===== src/pkg/switch_ctrl_pkg.sv =====
// Constants, register map and timing for the global control bit block.
// Assumes a 25 MHz core clock shared by the bus and the switch logic.
package switch_ctrl_pkg;
  // Clock and aging times
  localparam int unsigned CLK_HZ = 25_000_000;
  localparam int unsigned US_PER_S = 1_000_000;
  localparam int unsigned FAST_AGE_US = 800;
  localparam int unsigned NORMAL_AGE_S = 300;
  // Longest fast-age time rounds down to whole cycles
  localparam int unsigned FAST_AGE_CYC = CLK_HZ / US_PER_S * FAST_AGE_US;
  // Normal period counted in fast-age ticks
  localparam int unsigned NORMAL_AGE_TICKS =
    NORMAL_AGE_S * (US_PER_S / FAST_AGE_US);
  // Strap settling cycles after reset release
  localparam logic [1:0] STRAP_WAIT = 2'h3;

  // Register indices and byte addresses (index times four)
  localparam logic [7:0] GC0_IDX = 8'h02;
  localparam logic [7:0] GC1_IDX = 8'h03;
  localparam logic [7:0] STAT_IDX = 8'h10;
  localparam logic [31:0] GC0_ADDR = {22'h000000, GC0_IDX, 2'h0};
  localparam logic [31:0] GC1_ADDR = {22'h000000, GC1_IDX, 2'h0};
  localparam logic [31:0] STAT_ADDR = {22'h000000, STAT_IDX, 2'h0};

  // First control register fields
  localparam int GC0_FLUSH = 4;
  localparam int GC0_COMPL = 1;
  localparam int GC0_LINKAGE = 0;
  localparam logic [7:0] GC0_WR_MASK = 8'h03;
  localparam logic [7:0] GC0_RESV_ONES = 8'h0C;
  localparam logic [7:0] GC0_RESET = 8'h00;

  // Second control register fields
  localparam int GC1_BIG = 6;
  localparam int GC1_TXDIS = 5;
  localparam int GC1_RXDIS = 4;
  localparam int GC1_LENCHK = 3;
  localparam int GC1_AGE = 2;
  localparam int GC1_FAST = 1;
  localparam int GC1_BACKOFF = 0;
  localparam logic [7:0] GC1_WR_MASK = 8'h7F;
  localparam logic [7:0] GC1_RESET = 8'h04;

  // Status register fields
  localparam int STAT_BUSY = 8;
  localparam int STAT_PEND = 9;

  // Frame classification constants
  localparam logic [15:0] PAUSE_TYPE = 16'h8808;
  localparam logic [47:0] PAUSE_DA = 48'h0180C2000001;
  localparam logic [15:0] LEN_LIMIT = 16'h05DC;

  // AHB constants
  localparam logic [1:0] HTRANS_NONSEQ = 2'h2;
  localparam logic HRESP_OKAY = 1'h0;

  // Static flush engine states
  typedef enum logic [1:0] {
    FL_IDLE = 2'b00,
    FL_SCAN = 2'b01
  } flush_state_t;
endpackage


===== src/pkg/flush_if.sv =====
// Handshake between the register bank and the static flush engine.
// Assumes both ends share one clock.
`timescale 1ns/1ps
interface flush_if;
  logic start;
  logic busy;
  logic done;
  modport engine (input start, output busy, output done);
  modport ctrl (output start, input busy, input done);
endinterface // flush_if


===== src/design/static_flush.sv =====
// Static address table flush engine: walks every entry once per start.
// Assumes the table read port answers combinationally on the same clock.
`timescale 1ns/1ps
module static_flush
  import switch_ctrl_pkg::*;
#(
  parameter int unsigned DEPTH = 32,
  parameter int unsigned NPORTS = 5
) (
  // Clock and reset
  input wire logic hclk,
  input wire logic hresetn,
  // Control handshake
  flush_if.engine fl,
  // Static table read and remove port
  output logic [$clog2(DEPTH)-1:0] table_addr,
  input wire logic table_valid,
  input wire logic [NPORTS-1:0] table_fwd,
  input wire logic table_mcast,
  input wire logic [NPORTS-1:0] learn_disable,
  output logic table_remove,
  output logic [$clog2(DEPTH)-1:0] remove_addr
);
  localparam logic [$clog2(DEPTH)-1:0] LAST = ($clog2(DEPTH))'(DEPTH - 1);

  flush_state_t state_reg;
  logic done_reg;
  logic match;

  ////////////////////////////////////////////////////////////////////////
  // Entry qualifies: one port, unicast, that port not learning
  assign match = table_valid && !table_mcast && (table_fwd != '0)
    && ((table_fwd & (table_fwd - 1'b1)) == '0)
    && ((table_fwd & learn_disable) != '0);

  // Scan sequencer
  always_ff @(posedge hclk or negedge hresetn) begin
    if (!hresetn) begin
      state_reg <= FL_IDLE;
      table_addr <= '0;
      done_reg <= 1'b0;
    end else begin
      done_reg <= 1'b0;
      unique case (state_reg)
        FL_IDLE: begin
          table_addr <= '0;
          if (fl.start) begin
            state_reg <= FL_SCAN;
          end
        end
        FL_SCAN: begin
          table_addr <= table_addr + 1'b1;
          if (table_addr == LAST) begin
            state_reg <= FL_IDLE;
            done_reg <= 1'b1;
          end
        end
        // Unused codes fall back to idle
        default: begin
          state_reg <= FL_IDLE;
        end
      endcase
    end
  end

  // Removal strobe for every matched entry
  always_ff @(posedge hclk or negedge hresetn) begin
    if (!hresetn) begin
      table_remove <= 1'b0;
      remove_addr <= '0;
    end else begin
      table_remove <= (state_reg == FL_SCAN) && match;
      remove_addr <= table_addr;
    end
  end

  assign fl.busy = (state_reg == FL_SCAN);
  assign fl.done = done_reg;
endmodule // static_flush


===== src/design/switch_global_control_bits.sv =====
// Global control bits of a five-port switch, reached over AHB-Lite.
// Assumes frame header fields and link states arrive from core logic.
//
// Summary of operation
// - Writing one to the flush bit starts a static table flush.
// - Only single-port unicast entries on a non-learning port go.
// - Compliance mode drops type 0x8808 or the pause group address.
// - Without compliance mode only classified flow frames and length check failures drop.
// - Link loss with link aging on runs one fast age, then normal.
// - That link-loss age cycle ages out every learned address.
// - The large frame bit enables 2KB frames; reset leaves it off.
// - Transmit pause follows autonegotiation unless disabled.
// - Receive pause follows autonegotiation unless disabled.
// - Both pause disable bits load from one strap, then stand apart.
// - Length check drops frames whose length field lies below 1500 and differs from the payload length.
// - Aging runs while the aging bit is one, its reset value.
// - The back-off bit selects aggressive half-duplex back-off.
//
// Decided for this implementation: register access over AHB-Lite.
`timescale 1ns/1ps
module switch_global_control_bits
  import switch_ctrl_pkg::*;
#(
  parameter int unsigned NPORTS = 5,
  parameter int unsigned TABLE_DEPTH = 32,
  parameter int unsigned PRESCALE_CYC = FAST_AGE_CYC,
  parameter int unsigned NORMAL_TICKS = NORMAL_AGE_TICKS
) (
  // Clock and reset
  input wire logic hclk,
  input wire logic hresetn,
  // AHB-Lite slave
  input wire logic hsel,
  input wire logic [31:0] haddr,
  input wire logic [1:0] htrans,
  input wire logic hwrite,
  input wire logic [2:0] hsize,
  input wire logic [31:0] hwdata,
  input wire logic hready,
  output logic hreadyout,
  output logic hresp,
  output logic [31:0] hrdata,
  // Strap and link pins
  input wire logic pause_strap,
  input wire logic [NPORTS-1:0] link_up,
  // Frame header check
  input wire logic hdr_valid,
  input wire logic [15:0] hdr_len_type,
  input wire logic [47:0] hdr_da,
  input wire logic hdr_is_flow_ctrl,
  input wire logic [15:0] hdr_payload_len,
  output logic frame_drop,
  output logic frame_drop_valid,
  // Pause resolution
  input wire logic [NPORTS-1:0] an_tx_pause,
  input wire logic [NPORTS-1:0] an_rx_pause,
  output logic [NPORTS-1:0] tx_fc_en,
  output logic [NPORTS-1:0] rx_fc_en,
  // Mode levels
  output logic large_frame_en,
  output logic aggressive_backoff_en,
  // Aging strobes
  output logic age_tick,
  output logic age_all,
  // Static table port
  output logic [$clog2(TABLE_DEPTH)-1:0] table_addr,
  input wire logic table_valid,
  input wire logic [NPORTS-1:0] table_fwd,
  input wire logic table_mcast,
  input wire logic [NPORTS-1:0] learn_disable,
  output logic table_remove,
  output logic [$clog2(TABLE_DEPTH)-1:0] remove_addr
);
  localparam int PW = $clog2(PRESCALE_CYC);
  localparam int NW = $clog2(NORMAL_TICKS);
  localparam logic [PW-1:0] PRE_LAST = PW'(PRESCALE_CYC - 1);
  localparam logic [NW-1:0] NORM_LAST = NW'(NORMAL_TICKS - 1);

  flush_if fl ();

  logic [7:0] gc0_reg;
  logic [7:0] gc1_reg;
  logic wr_pend_reg;
  logic [31:0] wr_addr_reg;
  logic flush_start_reg;
  logic flush_bit;
  logic [1:0] strap_sync_reg;
  logic [1:0] strap_cnt_reg;
  logic [NPORTS-1:0] link_meta_reg;
  logic [NPORTS-1:0] link_sync_reg;
  logic [NPORTS-1:0] link_prev_reg;
  logic link_drop;
  logic link_pend_reg;
  logic [PW-1:0] pre_cnt_reg;
  logic [NW-1:0] norm_cnt_reg;
  logic fast_tick;
  logic addr_phase;
  logic gc1_wr;
  logic [31:0] rd_word;

  ////////////////////////////////////////////////////////////////////////
  // Bus slave: zero wait states, always OKAY
  assign hreadyout = 1'b1;
  assign hresp = HRESP_OKAY;
  assign addr_phase = hsel && hready && (htrans == HTRANS_NONSEQ);
  assign gc1_wr = wr_pend_reg && (wr_addr_reg == GC1_ADDR);

  // Flush bit shows start or engine busy
  assign flush_bit = flush_start_reg || fl.busy;

  // Read mux, unmapped addresses read zero
  always_comb begin
    rd_word = '0;
    unique case (haddr)
      GC0_ADDR: begin
        rd_word[7:0] = gc0_reg | GC0_RESV_ONES;
        rd_word[GC0_FLUSH] = flush_bit;
      end
      GC1_ADDR: rd_word[7:0] = gc1_reg;
      STAT_ADDR: begin
        rd_word[NPORTS-1:0] = link_sync_reg;
        rd_word[STAT_BUSY] = fl.busy;
        rd_word[STAT_PEND] = link_pend_reg;
      end
      default: rd_word = '0;
    endcase
  end

  // Address phase capture and read data
  always_ff @(posedge hclk or negedge hresetn) begin
    if (!hresetn) begin
      wr_pend_reg <= 1'b0;
      wr_addr_reg <= '0;
      hrdata <= '0;
    end else begin
      wr_pend_reg <= addr_phase && hwrite;
      if (addr_phase) begin
        wr_addr_reg <= haddr;
      end
      if (addr_phase && !hwrite) begin
        hrdata <= rd_word;
      end
    end
  end

  // First control register and flush trigger
  always_ff @(posedge hclk or negedge hresetn) begin
    if (!hresetn) begin
      gc0_reg <= GC0_RESET;
      flush_start_reg <= 1'b0;
    end else begin
      flush_start_reg <= 1'b0;
      if (wr_pend_reg && wr_addr_reg == GC0_ADDR) begin
        gc0_reg <= hwdata[7:0] & GC0_WR_MASK;
        flush_start_reg <= hwdata[GC0_FLUSH] && !fl.busy;
      end
    end
  end

  assign fl.start = flush_start_reg;

  // Strap synchroniser and delayed load
  always_ff @(posedge hclk or negedge hresetn) begin
    if (!hresetn) begin
      strap_sync_reg <= 2'h0;
      strap_cnt_reg <= 2'h0;
    end else begin
      strap_sync_reg <= {strap_sync_reg[0], pause_strap};
      if (strap_cnt_reg != STRAP_WAIT) begin
        strap_cnt_reg <= strap_cnt_reg + 2'h1;
      end
    end
  end

  // Second control register, software write wins over strap load
  always_ff @(posedge hclk or negedge hresetn) begin
    if (!hresetn) begin
      gc1_reg <= GC1_RESET;
    end else if (gc1_wr) begin
      gc1_reg <= hwdata[7:0] & GC1_WR_MASK;
    end else if (strap_cnt_reg == STRAP_WAIT - 2'h1) begin
      gc1_reg[GC1_TXDIS] <= strap_sync_reg[1];
      gc1_reg[GC1_RXDIS] <= strap_sync_reg[1];
    end
  end

  ////////////////////////////////////////////////////////////////////////
  // Mode levels and pause resolution
  always_ff @(posedge hclk or negedge hresetn) begin
    if (!hresetn) begin
      tx_fc_en <= '0;
      rx_fc_en <= '0;
      large_frame_en <= 1'b0;
      aggressive_backoff_en <= 1'b0;
    end else begin
      tx_fc_en <= an_tx_pause & ~{NPORTS{gc1_reg[GC1_TXDIS]}};
      rx_fc_en <= an_rx_pause & ~{NPORTS{gc1_reg[GC1_RXDIS]}};
      large_frame_en <= gc1_reg[GC1_BIG];
      aggressive_backoff_en <= gc1_reg[GC1_BACKOFF];
    end
  end

  // Per-frame drop decision, one cycle after the header
  always_ff @(posedge hclk or negedge hresetn) begin
    if (!hresetn) begin
      frame_drop <= 1'b0;
      frame_drop_valid <= 1'b0;
    end else begin
      frame_drop_valid <= hdr_valid;
      if (hdr_valid) begin
        frame_drop <= (gc0_reg[GC0_COMPL]
            ? (hdr_len_type == PAUSE_TYPE || hdr_da == PAUSE_DA)
            : hdr_is_flow_ctrl)
          || (gc1_reg[GC1_LENCHK] && hdr_len_type < LEN_LIMIT
            && hdr_len_type != hdr_payload_len);
      end
    end
  end

  ////////////////////////////////////////////////////////////////////////
  // Link state synchronisers
  always_ff @(posedge hclk or negedge hresetn) begin
    if (!hresetn) begin
      link_meta_reg <= '0;
      link_sync_reg <= '0;
      link_prev_reg <= '0;
    end else begin
      link_meta_reg <= link_up;
      link_sync_reg <= link_meta_reg;
      link_prev_reg <= link_sync_reg;
    end
  end

  assign link_drop = (link_prev_reg & ~link_sync_reg) != '0;

  // Fast-age prescaler gives one tick per fast period
  always_ff @(posedge hclk or negedge hresetn) begin
    if (!hresetn) begin
      pre_cnt_reg <= '0;
    end else if (pre_cnt_reg == PRE_LAST) begin
      pre_cnt_reg <= '0;
    end else begin
      pre_cnt_reg <= pre_cnt_reg + 1'b1;
    end
  end

  assign fast_tick = (pre_cnt_reg == PRE_LAST);

  // Pending link-loss age, set wins over clear
  always_ff @(posedge hclk or negedge hresetn) begin
    if (!hresetn) begin
      link_pend_reg <= 1'b0;
    end else if (link_drop && gc0_reg[GC0_LINKAGE]) begin
      link_pend_reg <= 1'b1;
    end else if (fast_tick) begin
      link_pend_reg <= 1'b0;
    end
  end

  // Normal, fast and link-loss age strobes
  always_ff @(posedge hclk or negedge hresetn) begin
    if (!hresetn) begin
      norm_cnt_reg <= '0;
      age_tick <= 1'b0;
      age_all <= 1'b0;
    end else begin
      age_tick <= 1'b0;
      age_all <= 1'b0;
      if (fast_tick && gc1_reg[GC1_AGE]) begin
        if (link_pend_reg) begin
          age_all <= 1'b1;
          age_tick <= 1'b1;
          norm_cnt_reg <= '0;
        end else if (gc1_reg[GC1_FAST]) begin
          age_tick <= 1'b1;
          norm_cnt_reg <= '0;
        end else if (norm_cnt_reg == NORM_LAST) begin
          age_tick <= 1'b1;
          norm_cnt_reg <= '0;
        end else begin
          norm_cnt_reg <= norm_cnt_reg + 1'b1;
        end
      end
    end
  end

  ////////////////////////////////////////////////////////////////////////
  // Static flush engine
  static_flush #(
    .DEPTH(TABLE_DEPTH),
    .NPORTS(NPORTS)
  ) static_flush_i (
    .hclk(hclk),
    .hresetn(hresetn),
    .fl(fl.engine),
    .table_addr(table_addr),
    .table_valid(table_valid),
    .table_fwd(table_fwd),
    .table_mcast(table_mcast),
    .learn_disable(learn_disable),
    .table_remove(table_remove),
    .remove_addr(remove_addr)
  );
endmodule // switch_global_control_bits


===== config.mk =====
export PLATFORM = sky130hd
export DESIGN_NAME = switch_global_control_bits
export DESIGN_NICKNAME = d
export VERILOG_FILES = /design/src/pkg/switch_ctrl_pkg.sv /design/src/pkg/flush_if.sv /design/src/design/static_flush.sv /design/src/design/switch_global_control_bits.sv
export SDC_FILE = /design/constraint.sdc
export NUM_CORES = 1
export LEC_CHECK = 0
export BUFFER_PORTS_ARGS = -buffer_cell sky130_fd_sc_hd__buf_2
export CAP_MARGIN = 20
export CORE_MARGIN = 2
export CORE_UTILIZATION = 49
export DETAILED_ROUTE_END_ITERATION = 8
export GPL_ROUTABILITY_DRIVEN = 0
export PLACE_DENSITY_LB_ADDON = 0.1
export SYNTH_ARGS = -nofsm -noshare
export SYNTH_HDL_FRONTEND = slang
export SYNTH_SLANG_ARGS = --single-unit

===== constraint.sdc =====
create_clock -name hclk -period 2.9 [get_ports hclk]
set_input_delay 0.145 -clock hclk [delete_from_list [all_inputs] [get_ports hclk]]
set_output_delay 0.145 -clock hclk [all_outputs]
set_load 0.01 [all_outputs]

# == Yosys cells after proc, flatten, opt, wreduce, memory -nomap -nowiden ==
# Cells that the tools add are included.
# totals
regBits,136
in_bits,184
output_inout_bits,61
word_cells,112
# classes
addsub,5
order_cmp,1
eq_ne,17
muxes,23
bitwise_logic,8
n_reduce_logical,31
# op_table
cell,n
"== test 32 x 4 -> 1 bit, second input constant",4
2-to-1 mux 19 bit,3
"== test 48 x 41 -> 1 bit, second input constant",1
"== test 32 x 7 -> 1 bit, second input constant",1
bitwise AND 5 bit,5
"adder 19 x 1 -> 19 bit, second input constant",1
"== test 19 bit, second input constant",1
"== test 16 bit, second input constant",1
logical AND 1 bit,16
"less-than comparator 16 x 11 -> 1 bit, second input constant",1
!= test 16 bit,1
"adder 15 x 1 -> 15 bit, second input constant",1
"== test 15 bit, second input constant",1
2-to-1 mux 15 bit,1
inverter 5 bit,3
one-hot mux 5 bit (3 select lines),1
nonzero test 5 bit,3
2-to-1 mux 2 bit,6
2-to-1 mux 1 bit,10
one-hot mux 5 bit (2 select lines),1
nonzero test 2 bit,3
"adder 5 x 1 -> 5 bit, second input constant",1
"== test 5 bit, second input constant",1
zero test 5 bit,1
11 further kinds,17

# == Depth between registers and ports, before layout ==
# Gate-level depths: netlist of the first run.
# logic_depth
word_depth,6
depth_mapped,8
depth_no_buf,6

# == By module ==
# From an unflattened synthesis of the first run, not the netlist that was laid out.
# unflattened
hier_cells,527
area_unflattened_um2,6123.4
# modules_own_cells
module,instances,cells_per_inst,area_per_inst_um2
switch_global_control_bits,1,492,5619.1
static_flush,1,35,504.2

# == Worst setup path before layout of the first run ==
# Ideal clock, no wire load.
# synth_timing
kind,register to register
startpoint,register pre_cnt_reg[7]
endpoint,register norm_cnt_reg[13]
setup_ns,0.080
arrival_ns,2.163
slack_ns,0.657
path_stages_with_launch,6
n_path_buf,1
cell_sequence,dfrtp_1 -> or4b_1 -> or4_4 -> buf_6 -> or4_4 -> o211ai_2
# synth_via
elab_chain_len,2
# synth_lines
element,line_no,source
from (decl),switch_global_control_bits.sv:94,logic [PW-1:0] pre_cnt_reg;
from (signal assigned),switch_global_control_bits.sv:243,pre_cnt_reg <= pre_cnt_reg + 1'b1;
== test 15 bit,switch_global_control_bits.sv:247,assign fast_tick = (pre_cnt_reg == PRE_LAST);
logical AND 1 bit,switch_global_control_bits.sv:269,if (fast_tick && gc1_reg[GC1_AGE]) begin
to (signal assigned),switch_global_control_bits.sv:281,norm_cnt_reg <= norm_cnt_reg + 1'b1;
to (decl),switch_global_control_bits.sv:95,logic [NW-1:0] norm_cnt_reg;
# No other way between the ends.
# A chain may end at the register's enable or synchronous reset.

# == Final worst setup path of the first run ==
# layout_timing
startpoint,register pre_cnt_reg[7]
endpoint,register norm_cnt_reg[15]
# The elaborated chain is that of the path after synthesis.

==> results of run 1 <==
layout by cell type (no fill, tap or decap), types with 3 or more instances in the layout:
cell type,n
clkinv_2,6
nor2b_1,16
o21ai_0,18
nor2_1,25
nor4b_1,10
a22o_1,6
conb_1,25
ha_1,6
o221ai_1,5
and3_1,12
a21oi_1,3
dfrtp_1,133
nand4_1,14
buf_4,6
mux2_2,40
clkbuf_16,17
or4_4,3
or4_1,4
nor4_1,28
xor2_1,23
nand2_1,38
nor3_1,13
dlygate4sd3_1,57
inv_1,17
o31ai_1,4
mux2i_1,3
xnor2_1,14
buf_2,190
clkinv_4,4
nand2b_1,6
and2_1,3
nand3_1,16
through the flow:
stage,util [%],cells
CTS,68.7,971
finish,68.7,971
global placement,59.2,882
floorplan,-,552
global route,68.7,971
detailed placement,59.2,882
metal layers:
metal,global-route usage [%],vias up,wire length [µm]
met1,28.4,2416,6270
met3,6.59,27,697
li1,-,2392,-
met5,0,-,0
met4,10.8,0,322
met2,39.8,145,7750
power groups by stage:
stage	Clock (µW)	Combinational (µW)	Sequential, µW
after detailed placement	0	374	2090
after floorplan	0	194	2070
after global routing	2180	479	2070
after global placement	0	360	2080
final	2070	433	2060
after CTS	2100	433	2050
critical path, stage by stage, from the launching register on:
cell and delay, ns:
dfrtp_1 0.42, or4b_1 0.57, or4_4 0.66, or4_4 0.56
o211ai_2 0.08
worst min path at each step:
stage / start / depth (start not counted) / to / slack (ns)
after global placement: hresetn / 1 / norm_cnt_reg[12]$_DFFE_PN0P_ / 0.16
after floorplan: hresetn / 0 / age_all$_DFF_PN0_ / -0.15
final: haddr[6] / 2 / wr_addr_reg[6]$_DFFE_PN0P_ / 0.02
after global routing: haddr[6] / 2 / wr_addr_reg[6]$_DFFE_PN0P_ / 0.01
after CTS: haddr[6] / 2 / wr_addr_reg[6]$_DFFE_PN0P_ / 0.002
after detailed placement: hresetn / 1 / norm_cnt_reg[12]$_DFFE_PN0P_ / 0.17
cell families after synthesis:
family                   after synthesis
AO/OA/AOI/OAI                         57
XOR/XNOR                              37
adder cells (fa/ha/maj)                6
buffers and inverters                 52
flip-flops                           134
multiplexers                          43
other                                  2
AND/OR/NAND/NOR                      198
layout make-up:
type	instances	area, µm²
multi-input combinational	366	2500
tap	168	210
clock buffer	19	443
sequential	134	3350
clock inverter	13	133
fill	913	3780
timing repair buffer	254	1580
inverter	17	63.8
==> flow_summary.toml, run 1 <==
[timing]
fin_hold_ws_ns = 0.0196
fin_skew_ns = 0.0110
setup_tns_ns = 0
worstMarginPinSlew_ns = 0.646
worst_slack_ns = 0.534
min_period_ns = 2.37
setup_viol = 0
finalCritPeriodShare_pct = 81.6
hold_violations = 0
grt_setup_unrepaired = "no"
max_clock_freq_mhz = 423
slew_headroom_pct = 57.0
drv_slew = 0

[routing]
dr_total_vias = 4980
routedWlPerCell_um = 15.5
drt-pass1-iter-count = 4
antenna_left = 0
drt-initial-drc-count = 317
wl_um = 15000
routed_via_density = 5.13
drc = 0

[global_route]
grt_pass1_wl_um = 24300
grt_usage_pct = 23.7
grt_remaining_overflow = 0
grt_max_degree = 65
antenna_found_initial = 0
grt_pass1_vias = 5190

[pwr]
p_switching_uw = 1040
powerDensity_nw_per_um2 = 550
sequentialPowerShare_pct = 45.1
pwr-share-comb_pct = 9.5
p_sw_share_pct = 22.8
p_int_uw = 3520
fin_total_pwr_uw = 4560
p_leak_uw = 0.00402
ir_drop_mv = 0.400
p_clk_share_pct = 45.4

[run]
cap_violations = 0

[cts]
cts-root-buf = "clkbuf_16"
cts_max_path_buffers = 2
insertion_delay_ns = 0.42
cts-resized-gates = 0
numCtsBuffers = 17
htreeDepth = 4
path_clk_slew_ns = 0.06
clock_sinks = 134
postCtsSetupBuffers = 0
holdBufCountCts = 57
cts_tree = "yes"

[finish]
largest_reg_flops = 32
final_area_um2 = 8280
layout-drive-gt1-share_pct = 34.4
area.growth.synth_to_final_pct = 36.4
layout.nets = 980
n_antenna_cell = 0

[status]
status = "finished, final reports clean"

[setup_path]
path_max_fanout = 16
r2r_setup_slack_ns = 0.53
r2r-end = "norm_cnt_reg[15]$_DFFE_PN0P_"
arrival_ns = 2.70
reg2regPathDepth = 4
worstPathRequired_ns = 3.24
r2r_start = "pre_cnt_reg[7]$_DFF_PN0_"
crit_type = "reg2reg"
critical_path.startpoint = "pre_cnt_reg[7]$_DFF_PN0_"
cp-start-kind = "flop"
crit_path_end = "norm_cnt_reg[15]$_DFFE_PN0P_"
critPathCaptureType = "flop"

[synthesis]
synth-async-reset-ratio_pct = 100
synthDistinctLibCells = 52
synthMuxAreaShare_pct = 7.91
synth-simple-area-share_pct = 18.4
synth_area_leaders = "dfrtp_1 (55%), mux2_2 (7.4%), xor2_1 (3.3%)"
synth_cells = 529
synth_top_family_by_area = "simple AND/OR/NAND/NOR gates"
synth.avg_cell_area_um2 = 11.5
netlist.area_leader.share_pct = 54.8
ys_warn_count = 0
yosysMostFrequentCell = "dfrtp_1"
synthXorXnorAreaFrac_pct = 5.34
synth_fa_ha_area_share_pct = 1.24
synth_area_um2 = 6070
synth_common_cells = "dfrtp_1 (133), mux2_2 (40), nand2_1 (38), nor4_1 (28)"
synth_compound_area_share_pct = 6.74
synth-main-ff-cell = "dfrtp_1"
seq_area_frac_synth_pct = 55.2
yosysTopAreaCell = "dfrtp_1"
synth_seq_cells = 134
synth_edf_count = 0

[die]
num_rows = 40
core-area_um2 = 12100
pin_count = 245
dieArea_um2 = 13300
dieHeight_um = 115
initial_core_util_pct = 50.4
fp.dieW_um = 115

[min_path]
min_path_type = "in2reg"

[place]
port_buffers = 191
place_area_um2 = 7140
dp_hpwl_um = 10800
pre_cts_slack_ns = 0.541
Power figures use the tool's default switching activity.
==> run 2, diff against run 1 <==
CORE_UTILIZATION = 44   (was 49)
clock period = 2.1 ns   (was 2.9 ns; I/O delays follow)
==> run 2 against run 1 <==
Net effect:
- worst hold slack improved by 0.012 ns
- clock power grew 31%
- die area up 11%
- core utilization shrank 4.7 points
- highest routed layer unchanged
- via count rose by 1.4%
- maximum frequency is 13% higher
- setup slack got worse by 0.53 ns
- critical endpoint is now norm_cnt_reg[13]$_DFFE_PN0P_
- critical path depth is the same
==> flow_summary.toml, run 2 (synthesized netlist as in run 1, its figures left out) <==
[global_route]
use_met3_pct = 6.16
grt_usage_pct = 21.8
grt_util_met1_pct = 27.6
grt_pass1_vias = 5185
grt_use_met2_pct = 35.9
grt_pass1_wl_um = 25100
antenna_found_initial = 0
busiest_layer = "met2"
grt_remaining_overflow = 0
grt_max_degree = 61

[pwr]
ir_drop_mv = 0.550
p_sw_share_pct = 21.7
powerDensity_nw_per_um2 = 721
pwr-share-comb_pct = 9.9
p_switching_uw = 1340
p_leak_uw = 0.00415
p_int_uw = 4820
sequentialPowerShare_pct = 46.1
p_clk_share_pct = 44.0

[finish]
fillCellCount = 1070
largest_reg_flops = 32
multi_input_area_um2 = 2560
mostFrequentLayoutCell = "buf_2"
layout_common_cells = "buf_2 (190), dfrtp_1 (133), dlygate4sd3_1 (60)"
n_antenna_cell = 0
area.growth.synth_to_final_pct = 40.5
fin_util_pct = 63.9
layout.nets = 1008
regArea_um2 = 3350
layout-drive-gt1-share_pct = 36.8
stdcell_count = 1003

[timing]
finalCritPeriodShare_pct = 99.9
max_clock_freq_mhz = 477
worstMarginPinSlew_ns = 0.524
hold_violations = 0
slew_headroom_pct = 64.8
drv_slew = 0
min_period_ns = 2.10
fin_skew_ns = 0.0141
setup_viol = 0
grt_setup_unrepaired = "yes"

[setup_path]
cp-start-kind = "flop"
critical-path-slowest-cell = "or4b_4"
arrival_ns = 2.43
crit_type = "reg2reg"
path_cells = "or4b_4, or4_4, or4_4, o211ai_2"
r2r_setup_slack_ns = 0.003
critPathCaptureType = "flop"
crit_top_cell = "or4_4"
worstPathRequired_ns = 2.44
slowest_delay_ns = 0.57
path_max_fanout = 6

[place]
port_buffers = 191
placed_cells = 911
dp_hpwl_um = 10900

[routing]
routed_via_density = 5.03
drt-initial-drc-count = 353
drc = 0
antenna_left = 0
wl_um = 15400
drt-pass1-iter-count = 4
routedWlPerCell_um = 15.3
dr_total_vias = 5048

[die]
initial_core_util_pct = 45.5
dieHeight_um = 121
fp.dieW_um = 121
pin_count = 245
num_rows = 42
dieArea_um2 = 14800
core-area_um2 = 13300

[cts]
insertion_delay_ns = 0.41
cts-root-buf = "clkbuf_16"
cts_tree = "yes"
path_clk_slew_ns = 0.05
cts_max_path_buffers = 2
clock_sinks = 134
numCtsBuffers = 17
htreeDepth = 4

[run]
cap_violations = 0

[min_path]
min_path_type = "in2reg"

[status]
status = "finished, final reports clean"
[run 2: cell types whose count changed in the layout (fill, tap and decap cells not counted), moves of 3 or more]
| cell | change |
|---|---|
| dlygate4sd3_1 | +3 |
| clkinv_2 | -4 |
| buf_4 | +23 |
| clkinv_4 | -4 |
| clkbuf_8 | +3 |
[run 2: worst paths after layout]
check / from / to / cells past startpoint
worst min-delay path: table_fwd[0] / static_flush_i.table_remove$_DFF_PN0_ / 3
max in group asynchronous: hresetn / pre_cnt_reg[10]$_DFF_PN0_ / 3
min in group asynchronous: hresetn / age_tick$_DFF_PN0_ / 2
worst max register to register: pre_cnt_reg[13]$_DFF_PN0_ / norm_cnt_reg[13]$_DFFE_PN0P_ / 4
worst max-delay path: pre_cnt_reg[13]$_DFF_PN0_ / norm_cnt_reg[13]$_DFFE_PN0P_ / 4
worst min register to register: link_meta_reg[3]$_DFF_PN0_ / link_sync_reg[3]$_DFF_PN0_ / 0
[run 2: what timing repair did]
item | CTS | global route
endpoints found under the setup margin | 3 | 22
setup buffers | 0 | 3
resized for setup | 2 | 10
pin swaps | 0 | 2
hold buffers | 60 | 0
gates cloned | 0 | 1
endpoints found under the hold margin | 109 | 0
[run 2: worst max-delay path: cells and delay by family (launching register included)]
kind / cells / cell delay, ns
AO/OA/AOI/OAI: 1 / 0.07
flip-flops: 1 / 0.38
AND/OR/NAND/NOR: 3 / 1.58
[run 2: power by group through the flow]
stage                     clock, µW  sequential [µW]  combinational (µW)
after floorplan                   0             2860                 269
after global placement            0             2870                 504
after detailed placement          0             2880                 520
after CTS                      2760             2840                 608
after global routing           2890             2860                 674
final                          2710             2840                 607
[run 2: final cells by class]
| class | instances | share of cell area [%] |
|---|---|---|
| inverters | 17 | 0.748 |
| multi-input cells | 367 | 30.0 |
| clock buffers | 24 | 5.76 |
| clock inverters | 4 | 0.557 |
| flip-flops and latches | 134 | 39.3 |
| repair buffers | 281 | 21.1 |
| well taps | 176 | 2.58 |
[run 2: layer usage]
metal | vias to the layer above | wire length [µm] | share of wire [%]
met5 | - | 0 | 0
met4 | 0 | 281 | 1.8
met2 | 125 | 7610 | 50
li1 | 2441 | - | -
met1 | 2459 | 6710 | 44
met3 | 23 | 765 | 5.0
[run 2: per-stage QoR]
stage	setup TNS, ns	hold slack [ns]	power (µW)	area [µm²]	setup WS (ns)
final	0	0.0319	6160	8530	0.00271
after global routing	-0.219	0.0621	6420	8530	-0.0405
after CTS	-0.00274	0.0188	6210	8460	-0.00261
after detailed placement	0	0.0816	3400	7320	0.00241
after global placement	0	0.0812	3370	7320	0.0221
after floorplan	0	-0.191	3130	6160	0.0182
==> run 3, diff against run 2 <==
RECOVER_POWER = 50   (was default)
==> run 3 against run 2 <==
Net effect:
- non-clock buffer count did not move
- critical path depth did not move
- die area did not move
- setup slack improved by 0.0017 ns
- sequential share of layout area rose by 0.087 points
- register-to-register slack barely moved
- design area fell by 0.22%
- maximum frequency barely moved
- core utilization fell by 0.14 points
- clock-buffer cell count did not move
- critical endpoint unchanged
==> flow_summary.toml, run 3 (synthesized netlist as in run 1, its figures left out) <==
[timing]
hold_violations = 0
setup_tns_ns = 0
slew_headroom_pct = 16.4
worstMarginPinSlew_ns = 1.25
worst_slack_ns = 0.00437
max_clock_freq_mhz = 477
min_period_ns = 2.10
fin_hold_ws_ns = 0.0311
drv_slew = 0
fin_skew_ns = 0.0138
finalCritPeriodShare_pct = 99.8
setup_viol = 0
grt_setup_unrepaired = "yes"

[cts]
cts_max_path_buffers = 2
cts-root-buf = "clkbuf_16"
insertion_delay_ns = 0.41
htreeDepth = 4
clock_sinks = 134
path_clk_slew_ns = 0.05
numCtsBuffers = 17
cts_tree = "yes"

[die]
fp.dieW_um = 121
dieArea_um2 = 14800
pin_count = 245
dieHeight_um = 121
core-area_um2 = 13300
initial_core_util_pct = 45.5
num_rows = 42

[routing]
antenna_left = 0
wl_um = 15300
dr.max_layer_used = "met4"
drt-pass1-iter-count = 4
wl_met1_um = 6670
dr_total_vias = 5049
drt-initial-drc-count = 363
drc = 0
routed_via_density = 5.03
met3_length_um = 781
routedWlPerCell_um = 15.3
dr_wl_met2_um = 7600

[setup_path]
critPathCaptureType = "flop"
arrival_ns = 2.43
r2r_start = "pre_cnt_reg[13]$_DFF_PN0_"
worstPathRequired_ns = 2.44
crit_type = "reg2reg"
critical_path.startpoint = "pre_cnt_reg[13]$_DFF_PN0_"
cp-start-kind = "flop"
path_max_fanout = 6

[global_route]
grt_pass1_wl_um = 25100
grt_remaining_overflow = 0
grt_max_degree = 61
grt_pass1_vias = 5185
antenna_found_initial = 0
grt_usage_pct = 21.8

[pwr]
powerDensity_nw_per_um2 = 722
ir_drop_mv = 0.550
fin_total_pwr_uw = 6150
p_leak_uw = 0.00414

[place]
dp_hpwl_um = 10900
pre_cts_slack_ns = 0.00241
place_area_um2 = 7320
port_buffers = 191

[finish]
layout.nets = 1008
final_area_um2 = 8520
area.growth.synth_to_final_pct = 40.2
largest_reg_flops = 32
mostFrequentLayoutCell = "buf_2"
n_antenna_cell = 0
layout-drive-gt1-share_pct = 36.6
layout_common_cells = "buf_2 (189), dfrtp_1 (133), dlygate4sd3_1 (60)"

[min_path]
min_path_type = "in2reg"
min-delay-start = "table_fwd[0]"

[status]
status = "finished, final reports clean"

[run]
cap_violations = 0
[run 3: where the power goes]
group	switching, µW	internal [µW]
registers	85.9	2750
clock network	988	1720
logic	262	341
total	1340	4820
[run 3: per-stage QoR]
stage	utilization, %	instances
after floorplan	-	552
after global placement	54.8	911
after detailed placement	54.8	911
after CTS	63.4	999
after global routing	63.8	1003
final	63.8	1003
[run 3: per-layer routing]
| metal | track usage [%] | vias to the layer above |
|---|---|---|
| met5 | 0 | - |
| met4 | 7.11 | 0 |
| met3 | 6.16 | 21 |
| met2 | 35.9 | 137 |
| met1 | 27.6 | 2450 |
| li1 | - | 2441 |
[run 3: worst max-delay path, stage by stage, from the launching register on]
cell and delay [ns]:
dfrtp_1 0.38, or4b_4 0.57, or4_4 0.57, or4_4 0.44, o211ai_2 0.07
[run 3: layout make-up]
class / count / area [µm²]
flip-flops and latches: 134 / 3350
well taps: 176 / 220
inverters: 17 / 63.8
repair buffers: 281 / 1780
clock inverters: 4 / 47.5
multi-input cells: 367 / 2560
clock buffers: 24 / 492
fillers: 1074 / 4830
[run 3: timing repair]
action | CTS | global route
setup endpoints to repair | 3 | 22
setup buffers | 0 | 3
resized for setup | 2 | 10
pin swaps | 0 | 2
endpoints found under the hold margin | 109 | 0
hold buffers | 60 | 0
cloned | 0 | 1
[run 3: path summary, 6_finish.rpt]
path                                                    endpoint  slack [ns]  depth (start not counted)
min in group asynchronous                     age_tick$_DFF_PN0_        0.50                          2
max                                 norm_cnt_reg[13]$_DFFE_PN0P_       0.004                          4
max reg2reg                         norm_cnt_reg[13]$_DFFE_PN0P_       0.004                          4
min                        static_flush_i.table_remove$_DFF_PN0_        0.03                          3
max in group asynchronous             wr_addr_reg[1]$_DFFE_PN0P_        0.47                          3
min reg2reg                           link_sync_reg[3]$_DFF_PN0_        0.35                          0
